<file path="config.mk">
export PLATFORM = sky130hd
export DESIGN_NAME = i2c_register_port
export DESIGN_NICKNAME = d
export VERILOG_FILES = /design/src/rtl/i2c_port_pkg.sv /design/src/rtl/byte_stream_if.sv /design/src/rtl/byte_fifo.sv /design/src/rtl/i2c_register_port.sv
export SDC_FILE = /design/constraint.sdc
export NUM_CORES = 1
export LEC_CHECK = 0
export ABC_CLOCK_PERIOD_IN_PS = 7300
export BUFFER_PORTS_ARGS = -buffer_cell sky130_fd_sc_hd__buf_2
export CAP_MARGIN = 40
export CORE_MARGIN = 3
export CORE_UTILIZATION = 40
export CTS_BUF_LIST = sky130_fd_sc_hd__clkbuf_8
export DETAILED_ROUTE_END_ITERATION = 10
export REMOVE_ABC_BUFFERS = 1
export SYNTH_ARGS = -nofsm -noshare
export SYNTH_HDL_FRONTEND = slang
export SYNTH_SLANG_ARGS = --single-unit
</file>
<file path="constraint.sdc">
create_clock -name mclk_i -period 7.3 [get_ports mclk_i]
set_clock_uncertainty 0.15 [all_clocks]
set_input_delay 1.46 -clock mclk_i [delete_from_list [all_inputs] [get_ports mclk_i]]
set_output_delay 1.46 -clock mclk_i [all_outputs]
set_load 0.02 [all_outputs]
</file>
<file path="src/rtl/i2c_port_pkg.sv">
/*
 * Constants for the byte-level two-wire bus master: register offsets, control field positions, reset values,
 * bus timing and the transmit queue shape.
 * Assumes a 100 MHz core clock and an 8-bit memory-mapped register port with 16-bit addresses.
 */
package i2c_port_pkg;

   // ---------------------------------------------------------------
   // register map
   // ---------------------------------------------------------------
   localparam logic [15:0] ADDR_CONTROL_STATUS = 16'hFFC0;
   localparam logic [15:0] ADDR_TRANSMIT_BYTE  = 16'hFFC1;
   localparam logic [15:0] ADDR_RECEIVE_BYTE   = 16'hFFC2;
   localparam logic [15:0] ADDR_TARGET_SELECT  = 16'hFFC3;

   localparam logic [7:0]  RESET_BYTE          = 8'h00;

   // ---------------------------------------------------------------
   // control and status field positions
   // ---------------------------------------------------------------
   localparam int BIT_RX_FULL    = 7;
   localparam int BIT_RX_IE      = 6;
   localparam int BIT_ERROR      = 5;
   localparam int BIT_SPEED      = 4;
   localparam int BIT_TX_EMPTY   = 3;
   localparam int BIT_TX_IE      = 2;
   localparam int BIT_STOP_READ  = 1;
   localparam int BIT_STOP_WRITE = 0;
   localparam int BIT_DIRECTION  = 0;

   // ---------------------------------------------------------------
   // timing: each bus bit is four quarter periods
   // ---------------------------------------------------------------
   localparam int CLK_HZ       = 100_000_000;
   localparam int SCL_STD_HZ   = 100_000;
   localparam int SCL_FAST_HZ  = 400_000;
   localparam logic [15:0] QUARTER_STD  = 16'(CLK_HZ / (4 * SCL_STD_HZ));
   localparam logic [15:0] QUARTER_FAST = 16'(CLK_HZ / (4 * SCL_FAST_HZ));

   // ---------------------------------------------------------------
   // transmit queue
   // ---------------------------------------------------------------
   localparam int FIFO_WIDTH = 8;
   localparam int FIFO_DEPTH = 8;

   typedef enum logic [3:0] {
      ST_IDLE, ST_START, ST_WBIT, ST_WACK, ST_WAIT_TX, ST_RBIT, ST_RACK, ST_WAIT_RX, ST_STOP
   } bus_state_type;

endpackage

</file>
<file path="src/rtl/byte_stream_if.sv">
/*
 * Valid/ready carrier between the register port and its transmit queue.
 * Assumes both ends run on the same clock.
 */
`timescale 1ns/10ps
interface byte_stream_if #(parameter int W = 8);
   logic         in_valid;
   logic         in_ready;
   logic [W-1:0] in_data;
   logic         out_valid;
   logic         out_ready;
   logic [W-1:0] out_data;

   modport store (input in_valid, in_data, out_ready, output in_ready, out_valid, out_data);
   modport user  (output in_valid, in_data, out_ready, input in_ready, out_valid, out_data);
endinterface

</file>
<file path="src/rtl/byte_fifo.sv">
/*
 * Synchronous FIFO with valid/ready on both sides.
 * Assumes DEPTH is a power of two and one clock for both sides.
 */
`timescale 1ns/10ps
module byte_fifo import i2c_port_pkg::*; #(
   parameter int WIDTH = FIFO_WIDTH,
   parameter int DEPTH = FIFO_DEPTH
) (
   // clock and reset
   input  wire logic   mclk_i,
   input  wire logic   nrst_i,
   // queue ports
   byte_stream_if.store q
);
   localparam int AW = $clog2(DEPTH);

   logic [WIDTH-1:0] mem [DEPTH];
   logic [AW-1:0]    wp_q;
   logic [AW-1:0]    rp_q;
   logic [AW:0]      cnt_q;
   wire              push_w = q.in_valid & q.in_ready;
   wire              pop_w  = q.out_valid & q.out_ready;

   assign q.in_ready  = cnt_q != (AW+1)'(DEPTH);
   assign q.out_valid = cnt_q != '0;
   assign q.out_data  = mem[rp_q];

   always_ff @(posedge mclk_i) begin
      if (push_w) begin
         mem[wp_q] <= q.in_data;
      end
   end

   always_ff @(posedge mclk_i) begin
      if (!nrst_i) begin
         wp_q  <= '0;
         rp_q  <= '0;
         cnt_q <= '0;
      end else begin
         wp_q  <= push_w ? wp_q + 1'b1 : wp_q;
         rp_q  <= pop_w ? rp_q + 1'b1 : rp_q;
         cnt_q <= cnt_q + (AW+1)'(push_w) - (AW+1)'(pop_w);
      end
   end
endmodule

</file>
<file path="src/rtl/i2c_register_port.sv">
/*
 * Byte-level two-wire bus master behind four memory-mapped registers, with an 8-deep transmit queue.
 * Assumes a single-cycle MCU register strobe, open-drain pads resolved outside, and an external vector
 * register that pulses vec_write_i on any write to it.
 */
`timescale 1ns/10ps
module i2c_register_port import i2c_port_pkg::*; (
   // clock and reset
   input  wire logic        mclk_i,
   input  wire logic        nrst_i,
   // mcu register port
   input  wire logic [15:0] reg_addr_i,
   input  wire logic [7:0]  reg_wdata_i,
   input  wire logic        reg_write_i,
   input  wire logic        reg_read_i,
   output logic      [7:0]  reg_rdata_o,
   output logic             tx_ready_o,
   // interrupt vector side
   input  wire logic        vec_write_i,
   input  wire logic        other_irq_i,
   output logic             block_irq_o,
   output logic             processor_interrupt_line_o,
   // two-wire bus pads
   input  wire logic        scl_i,
   output logic             scl_o,
   output logic             scl_oe_o,
   input  wire logic        sda_i,
   output logic             sda_o,
   output logic             sda_oe_o
);

   // ---------------------------------------------------------------
   // registers and decode
   // ---------------------------------------------------------------
   logic [7:0]    target_q;
   logic [7:0]    rx_byte_q;
   logic [7:0]    rdata_q;
   logic          rx_full_q, rx_ie_q, err_q, speed_q, tx_empty_q, tx_ie_q, stop_rd_q, stop_wr_q;
   logic          rx_irq_q, tx_irq_q;
   logic          rx_ev, tx_ev, nack_ev, pop;

   wire sel_ctl = reg_addr_i == ADDR_CONTROL_STATUS;
   wire sel_tx  = reg_addr_i == ADDR_TRANSMIT_BYTE;
   wire sel_rx  = reg_addr_i == ADDR_RECEIVE_BYTE;
   wire sel_tgt = reg_addr_i == ADDR_TARGET_SELECT;
   wire wr_ctl  = reg_write_i & sel_ctl;
   wire wr_tx   = reg_write_i & sel_tx;
   wire rd_rx   = reg_read_i & sel_rx;
   wire wr_tgt  = reg_write_i & sel_tgt;

   wire [7:0] ctl_view = {rx_full_q, rx_ie_q, err_q, speed_q, tx_empty_q, tx_ie_q, stop_rd_q, stop_wr_q};
   wire [7:0] rd_mux;
   // transmit byte is write-only and unmapped addresses read zero
   assign rd_mux = sel_ctl ? ctl_view :
                   sel_rx  ? rx_byte_q :
                   sel_tgt ? target_q : RESET_BYTE;

   // ---------------------------------------------------------------
   // transmit queue
   // ---------------------------------------------------------------
   byte_stream_if #(.W(FIFO_WIDTH)) txq ();

   byte_fifo #(.WIDTH(FIFO_WIDTH), .DEPTH(FIFO_DEPTH)) u_txq (
      .mclk_i (mclk_i),
      .nrst_i (nrst_i),
      .q      (txq.store)
   );

   // a write while the queue is full is dropped; software watches tx_ready_o
   assign txq.in_valid = wr_tx;
   assign txq.in_data  = reg_wdata_i;
   assign txq.out_ready = pop;
   assign tx_ready_o   = txq.in_ready;

   // ---------------------------------------------------------------
   // pad input synchronisers
   // ---------------------------------------------------------------
   logic [2:0] sda_s_q, scl_s_q;
   logic       sda_f_q, scl_f_q;

   always_ff @(posedge mclk_i) begin
      if (!nrst_i) begin
         sda_s_q <= 3'h7;
         scl_s_q <= 3'h7;
         sda_f_q <= 1'b1;
         scl_f_q <= 1'b1;
      end else begin
         sda_s_q <= {sda_s_q[1:0], sda_i};
         scl_s_q <= {scl_s_q[1:0], scl_i};
         sda_f_q <= (sda_s_q[1] == sda_s_q[2]) ? sda_s_q[2] : sda_f_q;
         scl_f_q <= (scl_s_q[1] == scl_s_q[2]) ? scl_s_q[2] : scl_f_q;
      end
   end

   // ---------------------------------------------------------------
   // quarter-bit tick
   // ---------------------------------------------------------------
   logic [15:0] div_q;
   logic        tick_q;
   wire  [15:0] quarter = speed_q ? QUARTER_FAST : QUARTER_STD;

   always_ff @(posedge mclk_i) begin
      if (!nrst_i) begin
         div_q  <= 16'h0000;
         tick_q <= 1'b0;
      end else begin
         div_q  <= (div_q == 16'h0000) ? quarter - 16'h0001 : div_q - 16'h0001;
         tick_q <= div_q == 16'h0000;
      end
   end

   // ---------------------------------------------------------------
   // bus sequencer
   // ---------------------------------------------------------------
   bus_state_type st_q, st_d;
   logic [1:0]    ph_q, ph_d;
   logic [2:0]    bit_q, bit_d;
   logic [7:0]    sh_q, sh_d;
   logic          scl_q, scl_d, sda_q, sda_d;
   logic          rdp_q, rdp_d, dat_q, dat_d, nack_q, nack_d;

   // a target holding the clock low stretches the high phase
   wire step = tick_q & ~(ph_q == 2'd2 & ~scl_f_q);

   always_comb begin
      st_d = st_q;
      ph_d = ph_q;
      bit_d = bit_q;
      sh_d = sh_q;
      scl_d = scl_q;
      sda_d = sda_q;
      rdp_d = rdp_q;
      dat_d = dat_q;
      nack_d = nack_q;
      pop = 1'b0;
      rx_ev = 1'b0;
      tx_ev = 1'b0;
      nack_ev = 1'b0;
      if (st_q == ST_IDLE) begin
         scl_d = 1'b1;
         sda_d = 1'b1;
         ph_d = 2'd0;
         if (txq.out_valid) begin
            st_d = ST_START;
            rdp_d = 1'b0;
         end
      end else if (st_q == ST_WAIT_TX) begin
         ph_d = 2'd0;
         if (txq.out_valid) begin
            pop = 1'b1;
            sh_d = txq.out_data;
            dat_d = 1'b1;
            bit_d = 3'd0;
            st_d = ST_WBIT;
         end else if (stop_wr_q) begin
            st_d = ST_STOP;
         end else if (target_q[BIT_DIRECTION] && dat_q) begin
            rdp_d = 1'b1;
            st_d = ST_START;
         end
      end else if (st_q == ST_WAIT_RX) begin
         ph_d = 2'd0;
         if (!rx_full_q) begin
            bit_d = 3'd0;
            st_d = ST_RBIT;
         end
      end else if (step) begin
         ph_d = ph_q + 2'd1;
         case (st_q)
            ST_START: begin
               case (ph_q)
                  2'd0: sda_d = 1'b1;
                  2'd1: scl_d = 1'b1;
                  2'd2: sda_d = 1'b0;
                  default: begin
                     scl_d = 1'b0;
                     sh_d = {target_q[7:1], rdp_q};
                     bit_d = 3'd0;
                     dat_d = 1'b0;
                     st_d = ST_WBIT;
                  end
               endcase
            end
            ST_WBIT: begin
               case (ph_q)
                  2'd0: sda_d = sh_q[7];
                  2'd1: scl_d = 1'b1;
                  2'd2: sda_d = sda_q;
                  default: begin
                     scl_d = 1'b0;
                     sh_d = {sh_q[6:0], 1'b0};
                     bit_d = bit_q + 3'd1;
                     if (bit_q == 3'd7) begin
                        st_d = ST_WACK;
                     end
                  end
               endcase
            end
            ST_WACK: begin
               case (ph_q)
                  2'd0: sda_d = 1'b1;
                  2'd1: scl_d = 1'b1;
                  2'd2: nack_d = sda_f_q;
                  default: begin
                     scl_d = 1'b0;
                     if (nack_q) begin
                        nack_ev = 1'b1;
                        st_d = ST_STOP;
                     end else if (rdp_q) begin
                        bit_d = 3'd0;
                        st_d = ST_RBIT;
                     end else begin
                        tx_ev = dat_q & ~txq.out_valid;
                        st_d = ST_WAIT_TX;
                     end
                  end
               endcase
            end
            ST_RBIT: begin
               case (ph_q)
                  2'd0: sda_d = 1'b1;
                  2'd1: scl_d = 1'b1;
                  2'd2: sh_d = {sh_q[6:0], sda_f_q};
                  default: begin
                     scl_d = 1'b0;
                     bit_d = bit_q + 3'd1;
                     if (bit_q == 3'd7) begin
                        rx_ev = 1'b1;
                        st_d = ST_RACK;
                     end
                  end
               endcase
            end
            ST_RACK: begin
               case (ph_q)
                  2'd0: sda_d = stop_rd_q;
                  2'd1: scl_d = 1'b1;
                  2'd2: sda_d = sda_q;
                  default: begin
                     scl_d = 1'b0;
                     st_d = stop_rd_q ? ST_STOP : ST_WAIT_RX;
                  end
               endcase
            end
            default: begin
               case (ph_q)
                  2'd0: sda_d = 1'b0;
                  2'd1: scl_d = 1'b1;
                  2'd2: sda_d = 1'b1;
                  default: st_d = ST_IDLE;
               endcase
            end
         endcase
      end
   end

   always_ff @(posedge mclk_i) begin
      if (!nrst_i) begin
         st_q <= ST_IDLE;
         ph_q <= 2'd0;
         bit_q <= 3'd0;
         sh_q <= RESET_BYTE;
         scl_q <= 1'b1;
         sda_q <= 1'b1;
         rdp_q <= 1'b0;
         dat_q <= 1'b0;
         nack_q <= 1'b0;
      end else begin
         st_q <= st_d;
         ph_q <= ph_d;
         bit_q <= bit_d;
         sh_q <= sh_d;
         scl_q <= scl_d;
         sda_q <= sda_d;
         rdp_q <= rdp_d;
         dat_q <= dat_d;
         nack_q <= nack_d;
      end
   end

   // open drain: only ever pull low
   assign scl_o = 1'b0;
   assign sda_o = 1'b0;
   assign scl_oe_o = ~scl_q;
   assign sda_oe_o = ~sda_q;

   // ---------------------------------------------------------------
   // register file; hardware sets win over same-cycle clears
   // ---------------------------------------------------------------
   always_ff @(posedge mclk_i) begin
      if (!nrst_i) begin
         target_q <= RESET_BYTE;
         rx_byte_q <= RESET_BYTE;
         rdata_q <= RESET_BYTE;
         {rx_full_q, rx_ie_q, err_q, speed_q, tx_empty_q, tx_ie_q, stop_rd_q, stop_wr_q} <= RESET_BYTE;
      end else begin
         rdata_q <= reg_read_i ? rd_mux : rdata_q;
         target_q <= wr_tgt ? reg_wdata_i : target_q;
         rx_byte_q <= rx_ev ? sh_q : rx_byte_q;
         rx_full_q <= rx_ev | (rx_full_q & ~rd_rx);
         tx_empty_q <= tx_ev | (tx_empty_q & ~wr_tx);
         err_q <= nack_ev | (err_q & ~(wr_ctl & ~reg_wdata_i[BIT_ERROR]));
         if (wr_ctl) begin
            rx_ie_q <= reg_wdata_i[BIT_RX_IE];
            speed_q <= reg_wdata_i[BIT_SPEED];
            tx_ie_q <= reg_wdata_i[BIT_TX_IE];
            stop_rd_q <= reg_wdata_i[BIT_STOP_READ];
            stop_wr_q <= reg_wdata_i[BIT_STOP_WRITE];
         end
      end
   end

   // ---------------------------------------------------------------
   // interrupt requests
   // ---------------------------------------------------------------
   // pending bits are separate from the flags so acknowledging leaves the flags alone
   always_ff @(posedge mclk_i) begin
      if (!nrst_i) begin
         rx_irq_q <= 1'b0;
         tx_irq_q <= 1'b0;
      end else begin
         rx_irq_q <= (rx_ev & rx_ie_q) | (rx_irq_q & ~vec_write_i);
         tx_irq_q <= (tx_ev & tx_ie_q) | (tx_irq_q & ~vec_write_i);
      end
   end

   assign reg_rdata_o = rdata_q;
   assign block_irq_o = rx_irq_q | tx_irq_q;
   assign processor_interrupt_line_o = block_irq_o | other_irq_i;

endmodule

</file>
==> results.txt, run 1 <==
----------------------------------------------------
[Synthesis]
  Syn. warnings ... 0
  Xor and xnor area share after synthesis ... 0.0226
  Per-instance average area after synthesis ... 10.9 µm²
  Multiplexer share of the synthesized area ... 0.0842
  Sequential-to-total area share from yosys stat ... 0.545
  Adder and majority cell fraction of the synthesized area ... 0.0298
  Synth Area in Simple Gates ... 0.153
  Combinational family with the most area after synthesis ... simple AND/OR/NAND/NOR gates
  Instance count of the mapped netlist ... 641
  Dominant synthesized flop cell ... dfxtp_1
  Post-synthesis instance area ... 0.00697 mm²
  Complex-gate fraction of the synthesized area ... 0.126
  Unique masters post-synth ... 68
  Post-synth EDFFs ... 64
  Async S/R FF share, synth ... 0
  Synthesis-stage register bit count ... 158

[Floorplan]
  Die ar. ... 0.0191 mm²
  I/O pin cnt ... 47
  Starting density of the core ... 0.415
  Number of standard-cell rows in the floorplan ... 47
  Floorplan core area ... 0.0168 mm²
  Width of the die ... 138 µm
  Die height ... 138 µm

[Final layout]
  Layout overhead on the synthesized area ... 10.4%
  Most common cell after layout, fill and taps aside ... dfxtp_1
  Antenna cell count ... 0
  Layout cell share with drive strength beyond 1 ... 0.161
  Most frequent cells in the layout ... dfxtp_1 (94), edfxtp_1 (64), nor2_1 (56)
  Finished Cell Area ... 0.00769 mm²
  Final standard cell count with taps included and fillers excluded ... 902
  Final net count ... 718

[Clock network]
  Post-cts resize count ... 0
  Clock Latency Late Sink ... 440 ps
  Clock root buffer master ... clkbuf_8
  Post-CTS Hold Buffers ... 0
  Clock tree from TritonCTS ... done
  Clk sinks ... 158
  CTS buffer count ... 17
  Longest Clk Path Bufs ... 2
  CTS clk-pin slew, worst paths ... 80 ps
  H-tree depth ... 4
  Total setup buffers inserted after CTS ... 0

[Timing]
  Slew margin rel. ... 0.431
  Least-Margin Pin Slew ... 852 ps
  Tmin final ... 4040 ps
  Worst-case hold slack ... 261 ps
  Number of setup violations in the final report ... 0
  RSZ-0062 raised after global routing ... no
  Final max-slew violation count ... 0
  Number of hold violations in the final report ... 0
  Total negative slack ... 0 ps
  Fraction of the cycle the final worst path needs ... 0.554
  F_max ... 247 MHz

[Pwr]
  Switching part of the total ... 0.286
  Sequential fraction of design power ... 0.536
  Cell Int Power ... 0.00135 W
  Power density cells ... 246 mW/mm²
  Gate power share ... 0.152
  Leak Pwr ... 2.66 nW
  Clock network power share ... 0.313
  Reported net switching power ... 0.000541 W
  Overall power after layout ... 0.00189 W
  Maximum resistive drop on vdd ... 0.000153 V

[Drt]
  Count of vias placed by the detailed router ... 5013
  Count of unresolved DRC violations after routing ... 0
  First-pass DRT Iterations ... 5
  Number of DRC violations after detailed-routing iteration 0 ... 473
  Average vias per placed instance ... 5.56
  Drt total wl ... 16100 µm
  Number of nets with antenna violations after detailed routing ... 0
  Detail-routed net length per standard cell ... 17.8 µm

[Critical path]
  Cell type with the highest occurrence count on the critical path ... buf_2
  Crit-path leading delay family ... simple AND/OR/NAND/NOR gates
  Critical Path RT ... 7290 ps
  Crit path launch type ... input port
  Type of the setup path with the least slack ... input port to flop
  Ordered list of cells on the worst path ... buf_2 > or4_1 > nor4_2 > and4_1 > nand2b_1 > nor3_1 > buf_2
  Arrival time reported for the critical path endpoint ... 4030 ps
  CP Max Fanout ... 7
  Number of buffers and inverters on the critical path ... 2
  Kind of capture point of the worst setup path ... flop
  Maximum single-stage delay on the critical path ... 550 ps
  Crit-path slowest cell ... or4_1

[Place]
  Placed standard-cell area ... 0.00733 mm²
  Post-detailed-placement half-perimeter wirelength ... 11300 µm
  Number of buffers inserted by port buffering ... 44
  Final RePlAce weighted congestion ... 0.892
  Number of instances in the placed design ... 870

[Global route]
  Wire length of the first global-routing pass ... 25900 µm
  Number of antenna violations at the first check in global routing ... 0
  Global route overflow ... 0
  Number of global-route vias before repair ... 4891
  Global Route Usage Sum ... 0.169
  Pin count of the biggest net entering global routing ... 50

[Min path]
  Worst min-delay path class ... flop to flop

[Status]
  Outcome ... finished, final reports clean

[Run]
  Number of max-cap violations ... 0

----------------------------------------------------
worst paths after layout:
kind	from	end	slack, ps	cells after the start
setup reg to reg	u_txq.cnt_q[2]$_SDFF_PN0_	u_txq.cnt_q[2]$_SDFF_PN0_	4360	12
setup / recovery	reg_addr_i[3]	u_txq.mem[0][5]$_DFFE_PP_	3260	7
hold / removal	sda_s_q[0]$_SDFF_PN1_	sda_s_q[1]$_SDFF_PN1_	260	1
hold reg to reg	sda_s_q[0]$_SDFF_PN1_	sda_s_q[1]$_SDFF_PN1_	260	1
sequential cells by signal, summed over array words and instances (netlist names), 4 cells and up, named ones only:
signal       flops
div_q           16
u_txq.mem       64
st_q             4
u_txq.cnt_q      4
rx_byte_q        8
reg_rdata_o      8
sh_q             8
target_q         8
worst reg2reg max path, stage by stage, from the launching register on:
cell and delay [ps]:
dfxtp_1 310, inv_1 100, ha_1 170, or3b_2 540, nand3_1 230, inv_1 140, ha_1 310, inv_1 60
ha_1 160, inv_1 60, fa_1 400, xor2_1 140, nor2_1 50
final cells by class:
cell class,count,area (µm²)
multi-input combinational,419,2910
clock inverter,14,123
clock buffer,17,234
sequential,158,3800
inverter,25,93.8
tap,220,275
fill,1612,9120
timing repair buffer,49,260
power by group through the flow:
stage	Sequential [W]	Clock (W)	Combinational (W)
finish	0.00101	0.000591	0.000287
global route	0.00102	0.000639	0.000321
CTS	0.00101	0.000605	0.000288
detailed placement	0.00103	0	0.000286
global placement	0.00103	0	0.000276
floorplan	0.00102	0	0.000216
per-layer routing:
metal | global-route usage | vias to the layer above | part of all wire
met5 | 0 | - | 0
met4 | 0.0494 | 0 | 0.012
met3 | 0.0376 | 17 | 0.050
met2 | 0.267 | 152 | 0.48
met1 | 0.235 | 2450 | 0.46
li1 | - | 2394 | -
cells by family after synthesis:
group | Yosys count
mux | 38
flops | 158
fa+ha+maj | 16
other cells | 1
simple gates | 207
compound gates | 138
buf+inv | 65
xor+xnor | 18
through the flow:
step | util | setup WS, ps
after global placement | 0.434 | 2640
after floorplan | - | 3300
after detailed placement | 0.436 | 2730
after global routing | 0.458 | 2990
after CTS | 0.457 | 3200
final | 0.458 | 3260
synth_stat cells, types with 4 or more instances:
cell,instances,area share
a211oi_1,4,0.0043
ha_1,15,0.027
or4_1,5,0.0054
mux4_2,16,0.052
mux2i_1,17,0.024
nor3_1,15,0.011
nand2b_1,15,0.013
and2_1,6,0.0054
xor2_1,6,0.0075
buf_2,7,0.0050
nor2_1,56,0.030
a22oi_1,19,0.020
nand4_1,5,0.0045
mux2_2,5,0.0081
o21ai_0,24,0.017
a31oi_1,10,0.0090
clkbuf_1,28,0.015
or3_1,7,0.0063
a21oi_1,44,0.032
o2bb2ai_1,4,0.0050
xnor2_1,12,0.015
edfxtp_1,64,0.28
nor2b_1,11,0.0099
dfxtp_1,94,0.27
inv_1,25,0.013
nand2_1,42,0.023
nand3_1,20,0.014
Power figures use the tool's default switching activity.
==> run 2, diff against run 1 <==
--- a/config.mk
+++ b/config.mk
@@ -5,7 +5,7 @@
 export SDC_FILE = /design/constraint.sdc
 export NUM_CORES = 1
 export LEC_CHECK = 0
-export ABC_CLOCK_PERIOD_IN_PS = 7300
+export ABC_CLOCK_PERIOD_IN_PS = 4000
 export BUFFER_PORTS_ARGS = -buffer_cell sky130_fd_sc_hd__buf_2
 export CAP_MARGIN = 40
 export CORE_MARGIN = 3
==> constraint.sdc (replaced) <==
create_clock -name mclk_i -period 4 [get_ports mclk_i]
set_clock_uncertainty 0.15 [all_clocks]
set_input_delay 0.8 -clock mclk_i [delete_from_list [all_inputs] [get_ports mclk_i]]
set_output_delay 0.8 -clock mclk_i [all_outputs]
set_load 0.02 [all_outputs]
==> run 2 against run 1 <==
Net effect:
- non-clock buffer count grew 4
- flip-flop and latch count is the same
- clock power grew 91%
- utilization grew 0.26 points
- global-route usage grew 0.53 points
==> results.txt, run 2 (synthesis gave the netlist of run 1 again) <==
----------------------------------------------------
[Drt]
  Count of unresolved DRC violations after routing ... 0 (unchanged)
  Number of nets with antenna violations after detailed routing ... 0 (unchanged)
  Average vias per placed instance ... 5.53 (was 5.56)
  Drt total wl ... 16300 µm (was 16100 µm)
  First-pass DRT Iterations ... 5 (unchanged)
  Detail-routed net length per standard cell ... 18.0 µm (was 17.8 µm)
  Count of vias placed by the detailed router ... 5012 (was 5013)
  Number of DRC violations after detailed-routing iteration 0 ... 435 (was 473)

[Critical path]
  Ordered list of cells on the worst path ... buf_2 > or4_1 > nor4_2 > buf_4 > and4_1 > nand2_1 > nor2_1 (was buf_2 > or4_1 > nor4_2 > and4_1 > nand2b_1 > nor3_1 > buf_2)
  Type of the setup path with the least slack ... input port to flop (unchanged)
  Number of buffers and inverters on the critical path ... 2 (unchanged)
  Critical Path RT ... 3940 ps (was 7290 ps)
  Crit-path slowest cell ... nor2_1 (was or4_1)
  Arrival time reported for the critical path endpoint ... 2940 ps (was 4030 ps)
  Maximum single-stage delay on the critical path ... 580 ps (was 550 ps)
  Crit path launch type ... input port (unchanged)
  CP Max Fanout ... 8 (was 7)
  Crit-path leading delay family ... simple AND/OR/NAND/NOR gates (unchanged)
  Kind of capture point of the worst setup path ... flop (unchanged)

[Timing]
  Number of setup violations in the final report ... 0 (unchanged)
  Slew margin rel. ... 0.443 (was 0.431)
  RSZ-0062 raised after global routing ... no (unchanged)
  Tmin final ... 3000 ps
  Fraction of the cycle the final worst path needs ... 0.750
  F_max ... 333 MHz
  Final max-slew violation count ... 0 (unchanged)
  Number of hold violations in the final report ... 0 (unchanged)
  Total negative slack ... 0 ps (unchanged)
  Least-Margin Pin Slew ... 835 ps (was 852 ps)
  Final worst slack ... 999 ps (was 3260 ps)

[Min path]
  Worst min-delay path class ... flop to flop (unchanged)

[Final layout]
  Flip-flop count of the largest register after layout ... 64 (unchanged)
  Fill cell instance count of the final layout ... 1608 (was 1612)
  Most common cell after layout, fill and taps aside ... dfxtp_1 (unchanged)
  Final net count ... 722 (was 718)
  Registers with the most flip-flops ... u_txq.mem x64, div_q x16 (unchanged)
  Register with the most flip-flops ... u_txq.mem (unchanged)
  Layout cell share with drive strength beyond 1 ... 0.170 (was 0.161)
  Layout overhead on the synthesized area ... 11.0% (was 10.4%)
  Most frequent cells in the layout ... dfxtp_1 (94), edfxtp_1 (64), nor2_1 (56) (unchanged)
  Antenna cell count ... 0 (unchanged)

[Clock network]
  Longest Clk Path Bufs ... 2 (unchanged)
  Post-CTS Hold Buffers ... 0 (unchanged)
  Clock tree from TritonCTS ... done (unchanged)
  Total setup buffers inserted after CTS ... 0 (unchanged)
  Clk sinks ... 158 (unchanged)
  H-tree depth ... 4 (unchanged)
  CTS buffer count ... 17 (unchanged)
  Post-cts resize count ... 0 (unchanged)
  Clock root buffer master ... clkbuf_8 (unchanged)
  Clock Latency Late Sink ... 460 ps (was 440 ps)
  CTS clk-pin slew, worst paths ... 90 ps (was 80 ps)

[Place]
  Final RePlAce weighted congestion ... 0.888 (was 0.892)
  Number of buffers inserted by port buffering ... 44 (unchanged)
  Worst Setup Slack post-DPL ... 505 ps (was 2730 ps)
  Post-detailed-placement half-perimeter wirelength ... 11500 µm (was 11300 µm)

[Pwr]
  Power density cells ... 454 mW/mm² (was 246 mW/mm²)
  Reported net switching power ... 0.00107 W (was 0.000541 W)
  Overall power after layout ... 0.00351 W (was 0.00189 W)
  Sequential fraction of design power ... 0.521 (was 0.536)
  Switching part of the total ... 0.305 (was 0.286)
  Leak Pwr ... 2.70 nW (was 2.66 nW)
  Clock network power share ... 0.323 (was 0.313)
  Maximum resistive drop on vdd ... 0.000310 V (was 0.000153 V)
  Cell Int Power ... 0.00244 W (was 0.00135 W)
  Gate power share ... 0.156 (was 0.152)

[Global route]
  Global route overflow ... 0 (unchanged)
  Global Route Usage Sum ... 0.174 (was 0.169)
  Pin count of the biggest net entering global routing ... 41 (was 50)
  Number of antenna violations at the first check in global routing ... 0 (unchanged)
  Wire length of the first global-routing pass ... 26600 µm (was 25900 µm)
  Number of global-route vias before repair ... 5054 (was 4891)

[Floorplan]
  Width of the die ... 138 µm (unchanged)
  Die ar. ... 0.0191 mm² (unchanged)
  Floorplan core area ... 0.0168 mm² (unchanged)
  Die height ... 138 µm (unchanged)
  Starting density of the core ... 0.415 (unchanged)
  Number of standard-cell rows in the floorplan ... 47 (unchanged)
  I/O pin cnt ... 47 (unchanged)

[Run]
  Number of max-cap violations ... 0 (unchanged)

[Status]
  Outcome ... finished, final reports clean (unchanged)

----------------------------------------------------
[run 2: changes by cell type in the layout (fill, tap and decap cells not counted), sizes merged]
cell	before	now
buf	49	53
bufinv	1	0
clkinvlp	4	3
clkinv	6	1
inv	28	36
[run 2: area by class of cell]
cell class                 instances  area, µm²  area share
tap                              220        275      0.0356
timing repair buffer              53        288      0.0372
multi-input combinational        419       2910       0.375
clock inverter                    15        139      0.0179
clock buffer                      17        234      0.0302
inverter                          25       93.8      0.0121
sequential                       158       3800       0.492
[run 2: path summary, 6_finish.rpt]
kind	startpoint	end	slack, ps	cells after the start
hold / removal	sda_s_q[0]$_SDFF_PN1_	sda_s_q[1]$_SDFF_PN1_	260	1
setup / recovery	reg_addr_i[3]	u_txq.mem[3][1]$_DFFE_PP_	1000	7
hold reg to reg	sda_s_q[0]$_SDFF_PN1_	sda_s_q[1]$_SDFF_PN1_	260	1
setup reg to reg	u_txq.cnt_q[2]$_SDFF_PN0_	u_txq.cnt_q[2]$_SDFF_PN0_	1050	12
[run 2: layer usage]
metal / track usage / share of wire
met5: 0 / 0
met4: 0.0582 / 0.015
met3: 0.0432 / 0.051
met2: 0.276 / 0.47
met1: 0.236 / 0.46
[run 2: worst reg2reg max path, cell delays in order (launching register included)]
cell     delay (ps)
dfxtp_1         310
inv_1           100
ha_1            160
or3b_2          550
nand3_1         250
inv_1           140
ha_1            310
inv_1            60
ha_1            160
inv_1            60
fa_1            400
xor2_1          140
nor2_1           60
[run 2: power groups by stage]
stage / clock network, W / logic (W) / registers, W
after global placement: 0 / 0.000529 / 0.00186
after CTS: 0.00116 / 0.000549 / 0.00183
final: 0.00113 / 0.000548 / 0.00183
after floorplan: 0 / 0.000394 / 0.00186
after global routing: 0.00124 / 0.000618 / 0.00184
after detailed placement: 0 / 0.000547 / 0.00186
[run 2: through the flow]
step           hold slack, ps  area [µm²]  instances   util
2_1_floorplan             236        6800        602      -
3_3_place_gp              239        7370        875  0.438
3_5_place_dp              243        7370        875  0.438
4_1_cts                   265        7740        907  0.460
5_1_grt                   286        7740        907  0.460
6_report                  263        7740        907  0.460
==> run 3, diff against run 2 <==
--- a/config.mk
+++ b/config.mk
@@ -5,7 +5,8 @@
 export SDC_FILE = /design/constraint.sdc
 export NUM_CORES = 1
 export LEC_CHECK = 0
-export ABC_CLOCK_PERIOD_IN_PS = 4000
+export ABC_AREA = 1
+export ABC_CLOCK_PERIOD_IN_PS = 2600
 export BUFFER_PORTS_ARGS = -buffer_cell sky130_fd_sc_hd__buf_2
 export CAP_MARGIN = 40
 export CORE_MARGIN = 3
==> constraint.sdc (replaced) <==
create_clock -name mclk_i -period 2.6 [get_ports mclk_i]
set_clock_uncertainty 0.15 [all_clocks]
set_input_delay 0.52 -clock mclk_i [delete_from_list [all_inputs] [get_ports mclk_i]]
set_output_delay 0.52 -clock mclk_i [all_outputs]
set_load 0.02 [all_outputs]
==> run 3 against run 2 <==
Net effect:
- sequential share of layout area decreased by 3.5 points
- final cell count increased by 34%
- critical path depth increased by 5
- count of clock-buffer cells in the layout unchanged
- largest power group unchanged
- die area increased by 5.0%
- global-route usage increased by 1.1 points
- synthesized area increased by 5.2%
- register-to-register slack got worse by 800 ps
- clock power increased by 73%
==> results.txt, run 3 <==
----------------------------------------------------
[Pwr]
  Gate power share ... 0.288 (was 0.156)
  Reported net switching power ... 0.00241 W (was 0.00107 W)
  Maximum resistive drop on vdd ... 0.000458 V (was 0.000310 V)
  Cell Int Power ... 0.00438 W (was 0.00244 W)
  Leak Pwr ... 3.50 nW (was 2.70 nW)
  Switching part of the total ... 0.355 (was 0.305)
  Power density cells ... 816 mW/mm² (was 454 mW/mm²)
  Clock network power share ... 0.287 (was 0.323)
  Sequential fraction of design power ... 0.426 (was 0.521)

[Critical path]
  Crit-path slowest cell ... fa_1 (was nor2_1)
  Critical Path RT ... 2800 ps (was 3940 ps)
  Kind of capture point of the worst setup path ... flop (unchanged)
  CP Max Fanout ... 5 (was 8)
  Arrival time reported for the critical path endpoint ... 2550 ps (was 2940 ps)
  Reg2Reg Depth ... 12 (unchanged)
  Worst flop-to-flop path startpoint ... u_txq.cnt_q[2]$_SDFF_PN0_ (unchanged)
  Cell type with the highest occurrence count on the critical path ... inv_1
  Type of the setup path with the least slack ... flop to flop (was input port to flop)
  End of the worst register-to-register path ... u_txq.cnt_q[2]$_SDFF_PN0_ (unchanged)
  Flop2flop setup slack ... 250 ps (was 1050 ps)
  Maximum single-stage delay on the critical path ... 400 ps (was 580 ps)
  Crit-path leading delay family ... adder cells (was simple AND/OR/NAND/NOR gates)
  Ordered list of cells on the worst path ... inv_1 > ha_1 > nand2_1 > nand2_2 > inv_1 > ha_1 > inv_1 > ha_1 > inv_1 > fa_1 > xor2_1 > nor2_1 (was buf_2 > or4_1 > nor4_2 > buf_4 > and4_1 > nand2_1 > nor2_1)
  Number of buffers and inverters on the critical path ... 4 (was 2)
  Crit path launch type ... flop (was input port)

[Synthesis]
  Most instantiated cells after synthesis ... nand2_1 (190), nor2_1 (159), nand3_1 (107) (was dfxtp_1 (94), edfxtp_1 (64), nor2_1 (56))
  Dominant synthesized flop cell ... dfxtp_1 (unchanged)
  Area fraction of the dominant cell type after synthesis ... 0.262 (was 0.276)
  Per-instance average area after synthesis ... 7.98 µm² (was 10.9 µm²)
  Biggest area contributors in the synthesized netlist ... edfxtp_1 (26%), dfxtp_1 (26%), nand2_1 (9.7%) (was edfxtp_1 (28%), dfxtp_1 (27%), mux4_2 (5.2%))
  Instance count of the mapped netlist ... 919 (was 641)
  Post-synthesis cell type with the largest combined area ... edfxtp_1 (unchanged)
  Combinational family with the most area after synthesis ... simple AND/OR/NAND/NOR gates (unchanged)
  Most used standard cell by instance count after synthesis ... nand2_1 (was dfxtp_1)
  Sequential-to-total area share from yosys stat ... 0.518 (was 0.545)
  Complex-gate fraction of the synthesized area ... 0.0848 (was 0.126)
  Syn. warnings ... 0 (unchanged)
  Post-synthesis instance area ... 0.00734 mm² (was 0.00697 mm²)
  Unique masters post-synth ... 38 (was 68)
  Multiplexer share of the synthesized area ... 0 (was 0.0842)
  Xor and xnor area share after synthesis ... 0.0119 (was 0.0226)
  Synthesis-stage register bit count ... 158 (unchanged)
  Adder and majority cell fraction of the synthesized area ... 0.0283 (was 0.0298)
  Async S/R FF share, synth ... 0 (unchanged)
  Post-synth EDFFs ... 64 (unchanged)
  Synth Area in Simple Gates ... 0.292 (was 0.153)

[Floorplan]
  Floorplan core area ... 0.0176 mm² (was 0.0168 mm²)
  Starting density of the core ... 0.417 (was 0.415)
  Number of standard-cell rows in the floorplan ... 48 (was 47)
  Width of the die ... 141 µm (was 138 µm)
  Die height ... 141 µm (was 138 µm)
  Die ar. ... 0.0200 mm² (was 0.0191 mm²)
  I/O pin cnt ... 47 (unchanged)

[Timing]
  RSZ-0062 raised after global routing ... no (unchanged)
  Tmin final ... 2350 ps
  Final max-slew violation count ... 0 (unchanged)
  Slew margin rel. ... 0.454 (was 0.443)
  F_max ... 426 MHz
  Least-Margin Pin Slew ... 819 ps (was 835 ps)
  Fraction of the cycle the final worst path needs ... 0.903
  Number of setup violations in the final report ... 0 (unchanged)
  Number of hold violations in the final report ... 0 (unchanged)
  Total negative slack ... 0 ps (unchanged)

[Global route]
  Global Route Usage Sum ... 0.185 (was 0.174)
  Global route overflow ... 0 (unchanged)
  Wire length of the first global-routing pass ... 29200 µm (was 26600 µm)
  Number of antenna violations at the first check in global routing ... 0 (unchanged)
  Pin count of the biggest net entering global routing ... 33 (was 41)
  Number of global-route vias before repair ... 5782 (was 5054)

[Final layout]
  Layout overhead on the synthesized area ... 13.5% (was 11.0%)
  Antenna cell count ... 0 (unchanged)
  Final standard cell count with taps included and fillers excluded ... 1217 (was 907)
  Finished Cell Area ... 0.00833 mm² (was 0.00774 mm²)
  Layout cell share with drive strength beyond 1 ... 0.131 (was 0.170)
  Most common cell after layout, fill and taps aside ... nand2_1 (was dfxtp_1)
  Final net count ... 1027 (was 722)
  Registers with the most flip-flops ... u_txq.mem x64, div_q x16 (unchanged)
  Register with the most flip-flops ... u_txq.mem (unchanged)
  Most frequent cells in the layout ... nand2_1 (189), nor2_1 (158), nand3_1 (107) (was dfxtp_1 (94), edfxtp_1 (64), nor2_1 (56))
  Flip-flop count of the largest register after layout ... 64 (unchanged)

[Clock network]
  Post-CTS Hold Buffers ... 0 (unchanged)
  Total setup buffers inserted after CTS ... 0 (unchanged)
  Clock tree from TritonCTS ... done (unchanged)
  CTS buffer count ... 17 (unchanged)
  Clk sinks ... 158 (unchanged)
  CTS clk-pin slew, worst paths ... 90 ps (about the same)
  Clock root buffer master ... clkbuf_8 (unchanged)
  Clock Latency Late Sink ... 470 ps (was 460 ps)
  Post-cts resize count ... 0 (unchanged)
  Longest Clk Path Bufs ... 2 (unchanged)
  H-tree depth ... 4 (unchanged)

[Place]
  Post-detailed-placement half-perimeter wirelength ... 12900 µm (was 11500 µm)
  Number of buffers inserted by port buffering ... 44 (unchanged)
  Number of instances in the placed design ... 1185 (was 875)
  Final RePlAce weighted congestion ... 0.915 (was 0.888)
  Placed standard-cell area ... 0.00789 mm² (was 0.00737 mm²)

[Min path]
  Worst min-delay path class ... input port to flop (was flop to flop)
  Worst Hold Path Cells ... 2 (was 1)
  Hold Crit Endpoint ... scl_s_q[0]$_SDFF_PN1_ (was sda_s_q[1]$_SDFF_PN1_)
  Worst min-delay path startpoint ... scl_i (was sda_s_q[0]$_SDFF_PN1_)

[Drt]
  First-pass DRT Iterations ... 5 (unchanged)
  Count of unresolved DRC violations after routing ... 0 (unchanged)
  Drt total wl ... 18000 µm (was 16300 µm)
  Detail-routed net length per standard cell ... 14.8 µm (was 18.0 µm)
  Average vias per placed instance ... 5.01 (was 5.53)
  Number of nets with antenna violations after detailed routing ... 0 (unchanged)
  Count of vias placed by the detailed router ... 6095 (was 5012)
  Number of DRC violations after detailed-routing iteration 0 ... 432 (was 435)

[Status]
  Outcome ... finished, final reports clean (unchanged)

[Run]
  Number of max-cap violations ... 0 (unchanged)

----------------------------------------------------
==> run 3: changes by cell type in the layout (fill, tap and decap cells not counted), sizes merged, moves of 12 or more <==
| cell | delta |
|---|---|
| o21ai | +29 |
| buf | +17 |
| mux4 | -16 |
| nand3 | +89 |
| a21oi | +13 |
| inv | +51 |
| nor3 | -12 |
| nand2 | +149 |
| mux2i | -17 |
| a22oi | -19 |
| nand2b | -14 |
| nor2 | +111 |
==> run 3: cell families after synthesis <==
kind of cell	count (synthesis)
other cells	1
flops	158
compound gates	121
buf+inv	116
simple gates	497
fa+ha+maj	16
xor+xnor	10
==> run 3: metal layers <==
layer | vias up | part of all wire | GRT usage
met2 | 150 | 0.43 | 0.278
met4 | 0 | 0.018 | 0.0571
li1 | 3135 | - | -
met1 | 2784 | 0.49 | 0.267
met5 | - | 0 | 0
met3 | 26 | 0.052 | 0.0425
==> run 3: power by group through the flow <==
stage | clock, W | sequential (W) | combinational (W)
floorplan | 0 | 0.00294 | 0.00145
global placement | 0 | 0.00295 | 0.00192
detailed placement | 0 | 0.00295 | 0.00193
CTS | 0.00198 | 0.00289 | 0.00193
global route | 0.00209 | 0.00292 | 0.00226
finish | 0.00195 | 0.00289 | 0.00195
==> run 3: layout make-up <==
| type | instances | area [µm²] |
|---|---|---|
| multi-input combinational | 646 | 3080 |
| inverter | 86 | 323 |
| clock buffer | 17 | 234 |
| fill | 1730 | 9270 |
| clock inverter | 15 | 189 |
| timing repair buffer | 70 | 415 |
| tap | 225 | 282 |
| sequential | 158 | 3800 |
==> run 3: worst max-delay path by stage <==
| stage | from | endpoint | slack (ps) | cells past startpoint |
|---|---|---|---|---|
| after floorplan | st_q[0]$_SDFFE_PN0P_ | u_txq.cnt_q[2]$_SDFF_PN0_ | 210 | 12 |
| after global placement | reg_addr_i[5] | u_txq.cnt_q[2]$_SDFF_PN0_ | 140 | 11 |
| after detailed placement | reg_addr_i[5] | u_txq.cnt_q[2]$_SDFF_PN0_ | 120 | 11 |
| after CTS | u_txq.cnt_q[1]$_SDFF_PN0_ | u_txq.cnt_q[2]$_SDFF_PN0_ | 170 | 11 |
| after global routing | u_txq.cnt_q[2]$_SDFF_PN0_ | u_txq.cnt_q[2]$_SDFF_PN0_ | 50 | 12 |
| final | u_txq.cnt_q[2]$_SDFF_PN0_ | u_txq.cnt_q[2]$_SDFF_PN0_ | 250 | 12 |
==> run 3: through the flow <==
step / setup WS, ps / total power [W] / hold slack [ps] / utilization
after floorplan: 206 / 0.00438 / 243 / -
after global placement: 142 / 0.00487 / 249 / 0.449
after detailed placement: 118 / 0.00487 / 248 / 0.449
after CTS: 166 / 0.00681 / 65.0 / 0.473
after global routing: 45.5 / 0.00727 / 70.0 / 0.473
final: 251 / 0.00679 / 84.5 / 0.473
